[src/rtl/addon_port_regs.svh]
`ifndef ADDON_PORT_REGS_SVH
`define ADDON_PORT_REGS_SVH
`define ADDR_FIFO_PORT      7'h20
`define ADDR_PASSTHRU_ADDR  7'h28
`define ADDR_PASSTHRU_DATA  7'h2C
`define ADDR_MAILBOX_OUT4   7'h1C
`define ADDR_MAILBOX_IN4    7'h0C
`define MBOX_BYTE3_LSB      24
`define FIFO_DEPTH_DEF      8
`define BOOT_PIN_WIDTH      9
`endif

[src/rtl/addon_port_pkg.sv]
package addon_port_pkg;
    typedef logic [31:0] word_t;
    typedef logic [6:0]  addr_t;
    typedef enum logic [1:0]
    {
        PT_IDLE  = 2'b00,
        PT_READ  = 2'b01,
        PT_WRITE = 2'b10
    } pt_state_t;
endpackage

[src/rtl/addon_port_if.sv]
`timescale 1ns/1ps
interface addon_port_if;
    import addon_port_pkg::*;
    logic        select_n;
    logic        rd_n;
    logic        wr_n;
    logic        fifo_direct_read_n;
    logic        fifo_direct_write_n;
    logic        passthru_address_direct_n;
    logic        passthru_ready_n;
    logic        outbound_fifo_clear_n;
    logic        inbound_fifo_clear_n;
    logic        master_read_enable;
    logic        master_write_enable;
    logic        width_mode;
    logic [6:2]  adr;
    logic [3:0]  byte_lane_enables_n;
    word_t       dq_to_dev;
    word_t       dq_from_dev;
    logic        dq_oe;
    logic        out_fifo_full;
    logic        in_fifo_empty;
    logic        irq_n;
    modport device
    (
        input  select_n, rd_n, wr_n, fifo_direct_read_n, fifo_direct_write_n,
        input  passthru_address_direct_n, passthru_ready_n, outbound_fifo_clear_n,
        input  inbound_fifo_clear_n, master_read_enable, master_write_enable,
        input  width_mode, adr, byte_lane_enables_n, dq_to_dev,
        output dq_from_dev, dq_oe, out_fifo_full, in_fifo_empty, irq_n
    );
    modport addon
    (
        output select_n, rd_n, wr_n, fifo_direct_read_n, fifo_direct_write_n,
        output passthru_address_direct_n, passthru_ready_n, outbound_fifo_clear_n,
        output inbound_fifo_clear_n, master_read_enable, master_write_enable,
        output width_mode, adr, byte_lane_enables_n, dq_to_dev,
        input  dq_from_dev, dq_oe, out_fifo_full, in_fifo_empty, irq_n
    );
endinterface // addon_port_if

[src/rtl/word_fifo.sv]
`timescale 1ns/1ps
`include "addon_port_regs.svh"
module word_fifo #(
    parameter int DEPTH = `FIFO_DEPTH_DEF
)(
    input  wire logic                 CLK,
    input  wire logic                 RST_N,
    input  wire logic                 clear,
    input  wire logic                 push,
    input  wire addon_port_pkg::word_t push_data,
    input  wire logic                 pop,
    output addon_port_pkg::word_t     head,
    output logic                      full,
    output logic                      empty
);
    import addon_port_pkg::*;
    localparam int AW = $clog2(DEPTH);
    typedef struct packed
    {
        logic [DEPTH-1:0][31:0] mem;
        logic [AW-1:0]          wp;
        logic [AW-1:0]          rp;
        logic [AW:0]            cnt;
    } fifo_state_t;
    fifo_state_t st_reg;
    fifo_state_t st_next;
    logic do_push;
    logic do_pop;
    always_comb
    begin
        st_next = st_reg;
        do_push = push && (int'(st_reg.cnt) < DEPTH);
        do_pop  = pop && (st_reg.cnt != '0);
        if (do_push)
        begin
            st_next.mem[st_reg.wp] = push_data;
            st_next.wp = (int'(st_reg.wp) == DEPTH - 1) ? '0 : st_reg.wp + 1'b1;
        end
        if (do_pop)
        begin
            st_next.rp = (int'(st_reg.rp) == DEPTH - 1) ? '0 : st_reg.rp + 1'b1;
        end
        st_next.cnt = st_reg.cnt + {{AW{1'b0}}, do_push} - {{AW{1'b0}}, do_pop};
        if (clear)
        begin
            st_next.wp  = '0;
            st_next.rp  = '0;
            st_next.cnt = '0;
        end
    end
    always_ff @(posedge CLK or negedge RST_N)
    begin
        if (!RST_N)
            st_reg <= '0;
        else
            st_reg <= st_next;
    end
    assign head  = st_reg.mem[st_reg.rp];
    assign full  = (int'(st_reg.cnt) == DEPTH);
    assign empty = (st_reg.cnt == '0);
endmodule // word_fifo

[src/rtl/addon_device_end.sv]
`timescale 1ns/1ps
`include "addon_port_regs.svh"
module addon_device_end #(
    parameter int FIFO_DEPTH = `FIFO_DEPTH_DEF
)(
    input  wire logic                  CLK,
    input  wire logic                  RST_N,
    addon_port_if.device               port,
    input  wire logic                  BUS_FIFO_PUSH,
    input  wire addon_port_pkg::word_t BUS_FIFO_DATA,
    input  wire logic                  BUS_FIFO_POP,
    output addon_port_pkg::word_t      BUS_FIFO_HEAD,
    input  wire logic                  BUS_PT_VALID,
    input  wire logic                  BUS_PT_IS_READ,
    input  wire addon_port_pkg::word_t BUS_PT_ADDR,
    input  wire addon_port_pkg::word_t BUS_PT_RDATA,
    output logic                       BUS_PT_DONE,
    output addon_port_pkg::word_t      BUS_PT_WDATA,
    input  wire logic                  SERIAL_BOOT,
    input  wire logic [8:0]            BOOT_ADDRESS_PINS,
    input  wire logic                  BUS_MBOX_WR,
    input  wire addon_port_pkg::word_t BUS_MBOX_WDATA,
    input  wire logic                  BUS_MBOX_RD,
    input  wire logic [3:0]            IRQ_BYTE_SEL_OUT,
    input  wire logic [3:0]            IRQ_BYTE_SEL_IN,
    input  wire logic                  IRQ_ENABLE,
    output logic                       BUS_REQ_N,
    output logic                       BUS_INT_N
);
    import addon_port_pkg::*;
    typedef struct packed
    {
        word_t      dq;
        logic       oe;
        logic       ofull;
        logic       iempty;
        logic       irq_n;
        logic       req_n;
        logic       int_n;
        logic       half_hi;
        logic [15:0] low_half;
        word_t      mbox_out;
        logic [3:0] mbox_out_full;
        word_t      mbox_in;
        logic [3:0] mbox_in_full;
        pt_state_t  pt;
        word_t      pt_data;
        logic       pt_done;
    } dev_state_t;
    dev_state_t s_reg;
    dev_state_t s_next;
    logic   fifo_rd;
    logic   fifo_wr;
    logic   norm_rd;
    logic   norm_wr;
    addr_t  eff_adr;
    logic   out_push;
    logic   in_pop;
    word_t  out_word;
    word_t  in_head;
    logic   out_full;
    logic   out_empty;
    logic   in_full;
    logic   in_empty;
    logic [15:0] rd_half;
    word_t  rd_word;
    always_comb
    begin
        fifo_rd = !port.fifo_direct_read_n;
        fifo_wr = !port.fifo_direct_write_n;
        norm_rd = !port.select_n && !port.rd_n;
        norm_wr = !port.select_n && !port.wr_n;
        eff_adr = {port.adr, 2'b00};
        if (fifo_rd || fifo_wr)
            eff_adr = `ADDR_FIFO_PORT;
        else if (!port.passthru_address_direct_n)
            eff_adr = `ADDR_PASSTHRU_ADDR;
        fifo_rd = fifo_rd || (norm_rd && eff_adr == `ADDR_FIFO_PORT);
        fifo_wr = fifo_wr || (norm_wr && eff_adr == `ADDR_FIFO_PORT);
        out_word = {port.dq_to_dev[15:0], s_reg.low_half};
        if (!port.width_mode)
            out_word = port.dq_to_dev;
        out_push = fifo_wr && (!port.width_mode || s_reg.half_hi);
        in_pop   = fifo_rd && (!port.width_mode || s_reg.half_hi);
    end
    word_fifo #(.DEPTH(FIFO_DEPTH)) u_out_fifo
    (
        .CLK       (CLK),
        .RST_N     (RST_N),
        .clear     (!port.outbound_fifo_clear_n),
        .push      (out_push),
        .push_data (out_word),
        .pop       (BUS_FIFO_POP),
        .head      (BUS_FIFO_HEAD),
        .full      (out_full),
        .empty     (out_empty)
    );
    word_fifo #(.DEPTH(FIFO_DEPTH)) u_in_fifo
    (
        .CLK       (CLK),
        .RST_N     (RST_N),
        .clear     (!port.inbound_fifo_clear_n),
        .push      (BUS_FIFO_PUSH),
        .push_data (BUS_FIFO_DATA),
        .pop       (in_pop),
        .head      (in_head),
        .full      (in_full),
        .empty     (in_empty)
    );
    always_comb
    begin
        s_next = s_reg;
        s_next.pt_done = 1'b0;
        rd_word = '0;
        case (eff_adr)
            `ADDR_FIFO_PORT:     rd_word = in_head;
            `ADDR_PASSTHRU_ADDR: rd_word = BUS_PT_ADDR;
            `ADDR_PASSTHRU_DATA: rd_word = s_reg.pt_data;
            `ADDR_MAILBOX_IN4:   rd_word = s_reg.mbox_in;
            `ADDR_MAILBOX_OUT4:  rd_word = s_reg.mbox_out;
            default:             rd_word = '0;
        endcase
        rd_half = port.byte_lane_enables_n[3] ? rd_word[31:16] : rd_word[15:0];
        if (fifo_rd && port.width_mode)
            rd_half = s_reg.half_hi ? rd_word[31:16] : rd_word[15:0];
        if (!port.passthru_address_direct_n && port.width_mode)
            rd_half = rd_word[15:0];
        if (port.width_mode)
            rd_word = {16'h0000, rd_half};
        s_next.oe = norm_rd || !port.fifo_direct_read_n
                    || !port.passthru_address_direct_n;
        s_next.dq = rd_word;
        if (fifo_rd || fifo_wr)
            s_next.half_hi = port.width_mode ? !s_reg.half_hi : 1'b0;
        if (fifo_wr && port.width_mode && !s_reg.half_hi)
            s_next.low_half = port.dq_to_dev[15:0];
        s_next.ofull  = out_full;
        s_next.iempty = in_empty;
        if (BUS_MBOX_RD)
            s_next.mbox_out_full = 4'h0;
        if (norm_wr && eff_adr == `ADDR_MAILBOX_OUT4)
        begin
            s_next.mbox_out = port.dq_to_dev;
            s_next.mbox_out_full = ~port.byte_lane_enables_n | s_next.mbox_out_full;
        end
        if (SERIAL_BOOT)
        begin
            s_next.mbox_out[`MBOX_BYTE3_LSB +: 8] = BOOT_ADDRESS_PINS[7:0];
            s_next.mbox_out_full[3] = s_next.mbox_out_full[3] | BOOT_ADDRESS_PINS[8];
        end
        if (BUS_MBOX_WR)
        begin
            s_next.mbox_in = BUS_MBOX_WDATA;
            s_next.mbox_in_full = 4'hF;
        end
        if (norm_rd && eff_adr == `ADDR_MAILBOX_IN4 && !BUS_MBOX_WR)
            s_next.mbox_in_full = 4'h0;
        s_next.irq_n = !(IRQ_ENABLE && (|(IRQ_BYTE_SEL_IN & s_reg.mbox_in_full)
                       || |(IRQ_BYTE_SEL_OUT & ~s_reg.mbox_out_full)));
        s_next.int_n = !(IRQ_ENABLE && |(IRQ_BYTE_SEL_OUT & s_reg.mbox_out_full));
        s_next.req_n = !((port.master_write_enable && !out_empty)
                       || (port.master_read_enable && !in_full));
        case (s_reg.pt)
            PT_IDLE:
            begin
                if (BUS_PT_VALID)
                begin
                    s_next.pt = BUS_PT_IS_READ ? PT_READ : PT_WRITE;
                    if (BUS_PT_IS_READ)
                        s_next.pt_data = BUS_PT_RDATA;
                end
            end
            PT_READ, PT_WRITE:
            begin
                if (norm_wr && eff_adr == `ADDR_PASSTHRU_DATA)
                    s_next.pt_data = port.dq_to_dev;
                if (!port.passthru_ready_n)
                begin
                    s_next.pt_done = 1'b1;
                    s_next.pt = PT_IDLE;
                end
            end
            default: s_next.pt = PT_IDLE;
        endcase
    end
    always_ff @(posedge CLK or negedge RST_N)
    begin
        if (!RST_N)
        begin
            s_reg <= '0;
            s_reg.irq_n <= 1'b1;
            s_reg.req_n <= 1'b1;
            s_reg.int_n <= 1'b1;
            s_reg.iempty <= 1'b1;
        end
        else
            s_reg <= s_next;
    end
    assign port.dq_from_dev  = s_reg.dq;
    assign port.dq_oe        = s_reg.oe;
    assign port.out_fifo_full = s_reg.ofull;
    assign port.in_fifo_empty = s_reg.iempty;
    assign port.irq_n        = s_reg.irq_n;
    assign BUS_REQ_N   = s_reg.req_n;
    assign BUS_INT_N   = s_reg.int_n;
    assign BUS_PT_DONE = s_reg.pt_done;
    assign BUS_PT_WDATA = s_reg.pt_data;
endmodule // addon_device_end

[src/flat_wrapper.sv]
// flat-port wrapper written by rule: the top's interface ports become plain ports
module addon_device_end_flat import addon_port_pkg::*;
#(
    parameter int FIFO_DEPTH = `FIFO_DEPTH_DEF
)
  (CLK, RST_N, BUS_FIFO_PUSH, BUS_FIFO_DATA, BUS_FIFO_POP, BUS_FIFO_HEAD, BUS_PT_VALID, BUS_PT_IS_READ, BUS_PT_ADDR, BUS_PT_RDATA, BUS_PT_DONE, BUS_PT_WDATA, SERIAL_BOOT, BOOT_ADDRESS_PINS, BUS_MBOX_WR, BUS_MBOX_WDATA, BUS_MBOX_RD, IRQ_BYTE_SEL_OUT, IRQ_BYTE_SEL_IN, IRQ_ENABLE, BUS_REQ_N, BUS_INT_N, port_select_n, port_rd_n, port_wr_n, port_fifo_direct_read_n, port_fifo_direct_write_n, port_passthru_address_direct_n, port_passthru_ready_n, port_outbound_fifo_clear_n, port_inbound_fifo_clear_n, port_master_read_enable, port_master_write_enable, port_width_mode, port_adr, port_byte_lane_enables_n, port_dq_to_dev, port_dq_from_dev, port_dq_oe, port_out_fifo_full, port_in_fifo_empty, port_irq_n);
  addon_port_if port_i ();
  input  wire logic CLK;
  input  wire logic RST_N;
  input  wire logic BUS_FIFO_PUSH;
  input  wire addon_port_pkg::word_t BUS_FIFO_DATA;
  input  wire logic BUS_FIFO_POP;
  output addon_port_pkg::word_t BUS_FIFO_HEAD;
  input  wire logic BUS_PT_VALID;
  input  wire logic BUS_PT_IS_READ;
  input  wire addon_port_pkg::word_t BUS_PT_ADDR;
  input  wire addon_port_pkg::word_t BUS_PT_RDATA;
  output logic BUS_PT_DONE;
  output addon_port_pkg::word_t BUS_PT_WDATA;
  input  wire logic SERIAL_BOOT;
  input  wire logic [8:0] BOOT_ADDRESS_PINS;
  input  wire logic BUS_MBOX_WR;
  input  wire addon_port_pkg::word_t BUS_MBOX_WDATA;
  input  wire logic BUS_MBOX_RD;
  input  wire logic [3:0] IRQ_BYTE_SEL_OUT;
  input  wire logic [3:0] IRQ_BYTE_SEL_IN;
  input  wire logic IRQ_ENABLE;
  output logic BUS_REQ_N;
  output logic BUS_INT_N;
  input wire logic [$bits(port_i.select_n)-1:0] port_select_n;
  input wire logic [$bits(port_i.rd_n)-1:0] port_rd_n;
  input wire logic [$bits(port_i.wr_n)-1:0] port_wr_n;
  input wire logic [$bits(port_i.fifo_direct_read_n)-1:0] port_fifo_direct_read_n;
  input wire logic [$bits(port_i.fifo_direct_write_n)-1:0] port_fifo_direct_write_n;
  input wire logic [$bits(port_i.passthru_address_direct_n)-1:0] port_passthru_address_direct_n;
  input wire logic [$bits(port_i.passthru_ready_n)-1:0] port_passthru_ready_n;
  input wire logic [$bits(port_i.outbound_fifo_clear_n)-1:0] port_outbound_fifo_clear_n;
  input wire logic [$bits(port_i.inbound_fifo_clear_n)-1:0] port_inbound_fifo_clear_n;
  input wire logic [$bits(port_i.master_read_enable)-1:0] port_master_read_enable;
  input wire logic [$bits(port_i.master_write_enable)-1:0] port_master_write_enable;
  input wire logic [$bits(port_i.width_mode)-1:0] port_width_mode;
  input wire logic [$bits(port_i.adr)-1:0] port_adr;
  input wire logic [$bits(port_i.byte_lane_enables_n)-1:0] port_byte_lane_enables_n;
  input wire logic [$bits(port_i.dq_to_dev)-1:0] port_dq_to_dev;
  output wire logic [$bits(port_i.dq_from_dev)-1:0] port_dq_from_dev;
  output wire logic [$bits(port_i.dq_oe)-1:0] port_dq_oe;
  output wire logic [$bits(port_i.out_fifo_full)-1:0] port_out_fifo_full;
  output wire logic [$bits(port_i.in_fifo_empty)-1:0] port_in_fifo_empty;
  output wire logic [$bits(port_i.irq_n)-1:0] port_irq_n;
  assign port_i.select_n = port_select_n;
  assign port_i.rd_n = port_rd_n;
  assign port_i.wr_n = port_wr_n;
  assign port_i.fifo_direct_read_n = port_fifo_direct_read_n;
  assign port_i.fifo_direct_write_n = port_fifo_direct_write_n;
  assign port_i.passthru_address_direct_n = port_passthru_address_direct_n;
  assign port_i.passthru_ready_n = port_passthru_ready_n;
  assign port_i.outbound_fifo_clear_n = port_outbound_fifo_clear_n;
  assign port_i.inbound_fifo_clear_n = port_inbound_fifo_clear_n;
  assign port_i.master_read_enable = port_master_read_enable;
  assign port_i.master_write_enable = port_master_write_enable;
  assign port_i.width_mode = port_width_mode;
  assign port_i.adr = port_adr;
  assign port_i.byte_lane_enables_n = port_byte_lane_enables_n;
  assign port_i.dq_to_dev = port_dq_to_dev;
  assign port_dq_from_dev = port_i.dq_from_dev;
  assign port_dq_oe = port_i.dq_oe;
  assign port_out_fifo_full = port_i.out_fifo_full;
  assign port_in_fifo_empty = port_i.in_fifo_empty;
  assign port_irq_n = port_i.irq_n;
  addon_device_end #(.FIFO_DEPTH(FIFO_DEPTH)) u_core (.CLK(CLK), .RST_N(RST_N), .port(port_i), .BUS_FIFO_PUSH(BUS_FIFO_PUSH), .BUS_FIFO_DATA(BUS_FIFO_DATA), .BUS_FIFO_POP(BUS_FIFO_POP), .BUS_FIFO_HEAD(BUS_FIFO_HEAD), .BUS_PT_VALID(BUS_PT_VALID), .BUS_PT_IS_READ(BUS_PT_IS_READ), .BUS_PT_ADDR(BUS_PT_ADDR), .BUS_PT_RDATA(BUS_PT_RDATA), .BUS_PT_DONE(BUS_PT_DONE), .BUS_PT_WDATA(BUS_PT_WDATA), .SERIAL_BOOT(SERIAL_BOOT), .BOOT_ADDRESS_PINS(BOOT_ADDRESS_PINS), .BUS_MBOX_WR(BUS_MBOX_WR), .BUS_MBOX_WDATA(BUS_MBOX_WDATA), .BUS_MBOX_RD(BUS_MBOX_RD), .IRQ_BYTE_SEL_OUT(IRQ_BYTE_SEL_OUT), .IRQ_BYTE_SEL_IN(IRQ_BYTE_SEL_IN), .IRQ_ENABLE(IRQ_ENABLE), .BUS_REQ_N(BUS_REQ_N), .BUS_INT_N(BUS_INT_N));
endmodule
[config.mk]
export PLATFORM = sky130hd
export DESIGN_NAME = addon_device_end_flat
export DESIGN_NICKNAME = d
export VERILOG_FILES = /design/src/rtl/addon_port_pkg.sv /design/src/rtl/addon_port_if.sv /design/src/rtl/word_fifo.sv /design/src/rtl/addon_device_end.sv /design/src/flat_wrapper.sv
export VERILOG_INCLUDE_DIRS = /design/src /design/src/rtl
export SDC_FILE = /design/constraint.sdc
export NUM_CORES = 1
export LEC_CHECK = 0
export BUFFER_PORTS_ARGS = -buffer_cell sky130_fd_sc_hd__buf_2
export CAP_MARGIN = 10
export CORE_MARGIN = 5
export CORE_UTILIZATION = 54
export CTS_BUF_LIST = sky130_fd_sc_hd__clkbuf_16
export DETAILED_ROUTE_END_ITERATION = 6
export PLACE_DENSITY_LB_ADDON = 0.08
export SYNTH_ARGS = -nofsm -noshare
export SYNTH_HDL_FRONTEND = slang
export SYNTH_SLANG_ARGS = --single-unit
[constraint.sdc]
create_clock -name CLK -period 2.5 [get_ports CLK]
set_input_delay 0.25 -clock CLK [delete_from_list [all_inputs] [get_ports CLK]]
set_output_delay 0.25 -clock CLK [all_outputs]
set_load 0.05 [all_outputs]
==> results of run 1 <==
-- final timing paths --
check                      slack, ns                           end  depth (start not counted)
hold reg to reg                 0.50              u_core.s_reg[33]                          2
hold / removal                  0.03             u_core.s_reg[105]                          3
min in group asynchronous       0.16  u_core.u_out_fifo.st_reg[39]                          2
setup reg to reg               -0.02    u_core.port.dq_from_dev[3]                          7
setup / recovery               -0.20             BUS_FIFO_HEAD[16]                          6
max in group asynchronous       1.28              u_core.s_reg[50]                          4
-- through the flow --
stage | hold slack (ns) | instance area [sq um]
after floorplan | -0.0456 | 31600
after detailed placement | 0.205 | 34700
after CTS | 0.00110 | 38900
final | 0.0289 | 39000
after global placement | 0.203 | 34700
after global routing | 0.0211 | 39000
-- worst reg2reg max path: cells and delay by family (launching register included) --
family / cells / cell delay [ns]
muxes: 3 / 0.90
buffers and inverters: 2 / 0.36
and+or+nand+nor: 1 / 0.07
DFF: 1 / 0.48
AOI/OAI and AO/OA: 1 / 0.53
-- cells in the final DEF, fill, tap and decap left out, types with 16 or more instances in the layout --
master	synthesis	final
buf_12	0	42
dfrtp_1	687	683
a211oi_1	32	31
buf_4	70	116
clkbuf_16	0	77
mux2i_1	122	122
dlygate4sd3_1	0	148
nand2_1	70	69
clkinv_1	0	27
nor3b_1	18	16
a2111oi_0	27	18
a21oi_1	260	259
inv_1	25	42
mux4_2	112	112
nor2b_1	25	24
buf_6	0	19
mux2_2	361	341
nor2_1	318	316
o21ai_0	51	51
mux2_4	0	20
buf_2	34	283
ha_1	21	19
a22oi_1	17	17
and2_1	17	16
-- final cells by class --
type / instances / area, sq um / share of cell area
clock inverters: 57 / 345 / 0.00886
diodes: 2 / 5.00 / 0.000128
well taps: 765 / 957 / 0.0245
repair buffers: 624 / 5100 / 0.131
flip-flops and latches: 691 / 17300 / 0.444
multi-input cells: 1565 / 13300 / 0.340
clock buffers: 77 / 1930 / 0.0494
inverters: 25 / 93.8 / 0.00241
-- power by group --
part	leakage [nW]	internal (mW)	switching (mW)	total [mW]
Sequential	8.91	14.1	1.82	15.9
Combinational	7.95	6.70	8.74	15.4
Clock	1.16	5.96	4.46	10.4
Total	18.0	26.8	15.0	41.8
-- what timing repair did --
action,4_1_cts,5_1_grt
setup buffers,13,3
hold buffers,148,0
cloned,2,0
endpoints found under the setup margin,38,40
resized for setup,95,19
endpoints found under the hold margin,549,0
pin swaps,0,1
-- logic make-up (layout without fill, tap and decap cells) --
| family | Yosys count | after routing | share of synthesized area |
|---|---|---|---|
| adders and majority gates | 23 | 23 | 0.00958 |
| xor gates and xnor gates | 4 | 4 | 0.00111 |
| and+or+nand+nor | 493 | 493 | 0.0684 |
| AOI/OAI and AO/OA | 450 | 450 | 0.0864 |
| DFF | 691 | 691 | 0.547 |
| muxes | 595 | 595 | 0.247 |
| buffers and inverters | 260 | 783 | 0.0405 |
| other | 0 | 2 | 0 |
-- layer usage --
| metal | track usage | share of wire | vias up |
|---|---|---|---|
| li1 | - | - | 9949 |
| met3 | 0.0666 | 0.076 | 181 |
| met1 | 0.405 | 0.41 | 11600 |
| met2 | 0.473 | 0.47 | 861 |
| met5 | 0 | 0 | - |
| met4 | 0.105 | 0.035 | 0 |
==> key figures, run 1 <==
Synthesis
  • Distinct cells, synth: 53
  • Post-synth top cells: dfrtp_1, mux2_2, nor2_1
  • Top-area cell type share of the netlist area: 0.544
  • Synthesized Nets: between 2000 and 3000
  • Post-Syn Area: approximately 32000 sq um
  • Yosys warnings: 0
  • Synthesis-stage register bit count: 691
  • Area leader, netlist: dfrtp_1
  • Synth Instances: 2516
  • Synthesized area per cell: 12.6 sq um
  • Most common cell in the netlist: dfrtp_1
  • Synth Flop Type: dfrtp_1
  • Main area contributors after synthesis: dfrtp_1, mux2_2, mux4_2
  • Async set-or-reset flop fraction in the synthesized netlist: 1.00
  • Sequential-to-total area share from yosys stat: 0.547
  • Post-synth EDFFs: 0

Detailed routing
  • DRC: 0
  • Wire length per cell: 24.8 microns
  • Final ANT Viol Nets: 0
  • 1st-iter DRT viols: 1762
  • Vias: 22500
  • Vias/cell: 5.92
  • Routed Wire Length: approximately 94000 microns
  • DR pass1 iterations: 7

Timing
  • Final period demand of the worst path: 2.70 ns
  • Final TNS setup: -4.90 ns
  • Slew Limit Fails: 0
  • RSZ-0062 raised after global routing: true
  • Clock skew: around 0.026 ns
  • Final setup vio count: 33
  • Worst Tran Pin Value: roughly 0.95 ns
  • Slew HR: 0.370
  • Final worst path period share: 1.08
  • Final setup margin: -0.198 ns
  • Final Hold Fails: 0
  • Fmax: 0.371 GHz

Die
  • Row count: 88
  • Effective utilization at floorplan: 0.547
  • Die Y-Extent: 252 microns
  • Full die area: 63500 sq um
  • I/O pins: 311
  • Die width: 252 microns
  • Core area: between 50000 and 60000 sq um

Layout
  • Fraction of layout cells with a size suffix above 1: 0.355
  • Total Nets Final: 3213
  • Layout Cells excl Fill: about 3800
  • Final Core Density: 0.675
  • Synth-to-Final Area Change: 23.3%
  • FILL cells: 4275

Power and ir drop
  • Pwr/cell area: 1070 nW/um^2
  • Peak supply drop: a little over 0.9 mV
  • Design Power: 41.8 mW
  • Leak: 18.0 nW

GRT
  • Largest net degree at the start of global routing: 82
  • GRT Overall Usage: 0.296
  • First-pass GRT wire length: around 140000 microns
  • Vias in the first global route: 23500
  • Grt total ovfl: 0
  • Initial antenna violation count: 3

Placed design
  • DP Wirelength: 62500 microns
  • Worst slack at placement: -0.0950 ns
  • IO Port Bufs: 310
  • Gpl congestion: roughly 0.94
  • Placed cell count: 3504

CTS
  • Total CTS buffers: 75
  • Clk sinks: between 600 and 700
  • Clock Path Buffers: 3
  • CTS tree: done
  • CTS clk-pin slew, worst paths: approximately 0.060 ns
  • Root Driver: clkbuf_16
  • Clock latency at the later pin of the worst-skew pair: slightly above 0.6 ns
  • H-tree depth: 3

Critical path
  • Worst R2R Start: u_core.u_in_fifo.st_reg[4]
  • Critical Path Source Type: flop
  • Worst path top cell family by delay: multiplexers
  • Crit path launch: u_core.u_out_fifo.st_reg[4]
  • Worst-path cell chain: buf_12, buf_12, buf_16, mux4_2, mux2_4, buf_6
  • Crit path arrival time: approximately 2.5 ns
  • Setup crit end kind: primary output
  • WP buf/inv: 4
  • Setup Crit Path Kind: reg -> out
  • Most used cell, CP: buf_12
  • CP Data Required Time: 2.25 ns
  • Crit-path max FO: 7
  • CP peak stage delay: approximately 0.48 ns
  • Slowest cell on the critical path: dfrtp_4

Hold path
  • Hold WC Path Type: in -> reg
  • HP Start: port_dq_to_dev[30]

Run
  • Max-cap viol count: 0

Status
  • Failing checks: setup timing
  • Status: complete, but fails checks
Note: power is estimated with default switching activity, not from simulation.
==> run 2, diff against run 1 <==
==> constraint.sdc (replaced) <==
create_clock -name CLK -period 2.3 [get_ports CLK]
set_input_delay 0.23 -clock CLK [delete_from_list [all_inputs] [get_ports CLK]]
set_output_delay 0.23 -clock CLK [all_outputs]
set_load 0.05 [all_outputs]
==> key figures, run 2 (synthesis results as in run 1) <==
CTS
  • CTS tree: done
  • Clock latency at the later pin of the worst-skew pair: 0.62 ns (about the same)
  • Clk sinks: 691 (unchanged)
  • H-tree depth: 3 (unchanged)
  • Clock Path Buffers: 3 (unchanged)
  • Root Driver: clkbuf_16
  • CTS clk-pin slew, worst paths: 0.06 ns (about the same)
  • Total CTS buffers: 74 (-1.3%)

Detailed routing
  • 1st-iter DRT viols: 1961 (+11%)
  • DR pass1 iterations: 6 (-1)
  • DRC: 0 (unchanged)
  • Routed Wire Length: 97200 microns (+3.0%)
  • Final ANT Viol Nets: 0 (unchanged)
  • Vias: 22900 (+1.4%)
  • Wire length per cell: 25.2 microns (+1.4%)
  • Vias/cell: 5.92 (-0.12%)

Critical path
  • Crit Reg-Reg Endpoint: u_core.port.dq_from_dev[4]
  • Crit path launch: u_core.u_out_fifo.st_reg[4]
  • R2R Setup Slk: 0 ns (+0.02 ns)
  • CP Data Required Time: 2.07 ns (-0.18 ns)
  • Crit-path max FO: 8 (+1)
  • Crit path arrival time: 2.40 ns (-0.05 ns)
  • Setup crit end kind: primary output
  • Critical Path Source Type: flop
  • Setup Crit Path Kind: reg -> out
  • Worst R2R Start: u_core.u_in_fifo.st_reg[4]
  • CP Capture Point: BUS_FIFO_HEAD[15]
  • Reg2reg path depth: 10 (+3)

Die
  • Die Y-Extent: 252 microns (unchanged)
  • Effective utilization at floorplan: 0.547 (unchanged)
  • Die width: 252 microns (unchanged)
  • Core area: 57800 sq um (unchanged)
  • Full die area: 63500 sq um (unchanged)
  • I/O pins: 311 (unchanged)
  • Row count: 88 (unchanged)

Layout
  • Design area: 39900 sq um (+2.4%)
  • Area of the multi-input gates: 13600 sq um (+2.5%)
  • Synth-to-Final Area Change: 26.3%
  • Total Nets Final: 3266 (+1.6%)
  • Most common cell after layout, fill and taps aside: dfrtp_1
  • Commonest cells after routing, fill and taps aside: dfrtp_1, mux2_2, nor2_1
  • Reg area: 17300 sq um (about the same)
  • FILL cells: 4106 (-4.0%)
  • Fraction of layout cells with a size suffix above 1: 0.375 (+0.0192)

Timing
  • Final worst path period share: 1.14
  • Slew Limit Fails: 0 (unchanged)
  • Final Hold Fails: 0 (unchanged)
  • Clock skew: 0.0179 ns (-0.00811 ns)
  • Hold WS: 0.0279 ns (-0.00101 ns)
  • Fmax: 0.380 GHz
  • Final TNS setup: -9.88 ns (-4.98 ns)
  • Final setup margin: -0.333 ns (-0.135 ns)
  • Final period demand of the worst path: 2.63 ns
  • Slew HR: 0.421 (+0.0508)
  • RSZ-0062 raised after global routing: true
  • Worst Tran Pin Value: 0.869 ns (-0.0762 ns)
  • Final setup vio count: 32 (-3.0%)

GRT
  • Initial antenna violation count: 6 (+3)
  • Vias in the first global route: 23800 (+1.6%)
  • First-pass GRT wire length: 146000 microns (+1.8%)
  • Largest net degree at the start of global routing: 81 (-1.2%)
  • Grt total ovfl: 0 (unchanged)
  • GRT Overall Usage: 0.304 (+0.00735)

Power and ir drop
  • Sequential Power Share: 0.374 (-0.007)
  • Switch share: 0.358 (-0.00147)
  • Clock power frac: 0.245 (-0.004)
  • Switching pwr: 16.6 mW (+10%)
  • Leak: 18.5 nW (+2.5%)
  • Comb pwr share: 0.381 (+0.011)
  • Pwr/cell area: 1160 nW/um^2 (+8.3%)
  • Peak supply drop: 0.858 mV (-5.4%)
  • Design Power: 46.3 mW (+11%)
  • Internal: 29.7 mW (+11%)

Hold path
  • Hold WC Path Type: in -> reg

Status
  • Failing checks: setup timing
  • Status: complete, but fails checks

Placed design
  • DP Wirelength: 64400 microns (+3.2%)
  • Placed cell areas: 35000 sq um (+0.97%)
  • Gpl congestion: 0.891 (-5.4%)
  • IO Port Bufs: 310 (unchanged)

Run
  • Max-cap viol count: 0 (unchanged)
==> run 2: cell types whose count changed in the layout (fill, tap and decap cells not counted), sizes merged <==
cell | before | now
buf | 476 | 511
bufinv | 4 | 2
clkbuf | 77 | 84
clkinv | 31 | 25
clkinvlp | 3 | 2
diode | 2 | 3
dlygate4sd3 | 148 | 164
inv | 44 | 53
==> run 2: power groups by stage <==
| stage | Clock [mW] | Sequential, mW | Combinational (mW) |
|---|---|---|---|
| CTS | 11.6 | 17.3 | 17.1 |
| finish | 11.3 | 17.4 | 17.6 |
| global route | 12.1 | 17.6 | 18.8 |
| global placement | 0 | 17.3 | 15.3 |
| detailed placement | 0 | 17.5 | 15.6 |
| floorplan | 0 | 16.7 | 11.6 |
==> run 2: worst min path at each step <==
stage | start | endpoint | slack (ns) | depth (start not counted)
after floorplan | RST_N | u_core.BUS_PT_DONE | -0.07 | 0
after global placement | RST_N | u_core.port.out_fifo_full | 0.25 | 1
after detailed placement | RST_N | u_core.port.out_fifo_full | 0.25 | 1
after CTS | port_dq_to_dev[21] | u_core.s_reg[96] | 0.0003 | 2
after global routing | port_dq_to_dev[21] | u_core.s_reg[96] | 0.003 | 2
final | BUS_PT_ADDR[24] | u_core.port.dq_from_dev[24] | 0.03 | 4
==> run 2: through the flow <==
step / instances / setup slack [ns] / util
2_1_floorplan: 2516 / -0.0742 / -
3_3_place_gp: 3538 / -0.623 / 0.605
3_5_place_dp: 3538 / -0.658 / 0.605
4_1_cts: 3848 / -0.395 / 0.684
5_1_grt: 3863 / -0.386 / 0.691
6_report: 3865 / -0.333 / 0.691
==> run 2: what timing repair did <==
action / CTS / global route
cloned: 2 / 3
setup endpoints to repair: 52 / 55
pin swaps: 3 / 16
resized for setup: 124 / 58
hold endpoints to repair: 429 / 0
hold buffers: 164 / 0
buffers inserted: 7 / 12
==> run 2: cell type report <==
cell class                      count  area share
Antenna cell                        3    0.000188
Clock buffer                       81      0.0508
Clock inverter                     57     0.00721
Inverter                           25     0.00241
Multi-Input combinational cell   1565       0.341
Sequential cell                   691       0.433
Tap cell                          765      0.0240
Timing Repair Buffer              678       0.142
==> run 2: routing by layer <==
metal	GRT usage	wire length [microns]	vias to the layer above
met3	0.0722	7700	218
met5	0	37	-
li1	-	-	10000
met4	0.125	4220	6
met1	0.403	38700	11700
met2	0.487	46500	889
==> run 2: worst max-delay path: stages (launching register included) <==
cell and delay [ns]:
dfrtp_4 0.48, clkbuf_16 0.20, buf_16 0.15, mux4_2 0.50, mux2_4 0.31, buf_6 0.16
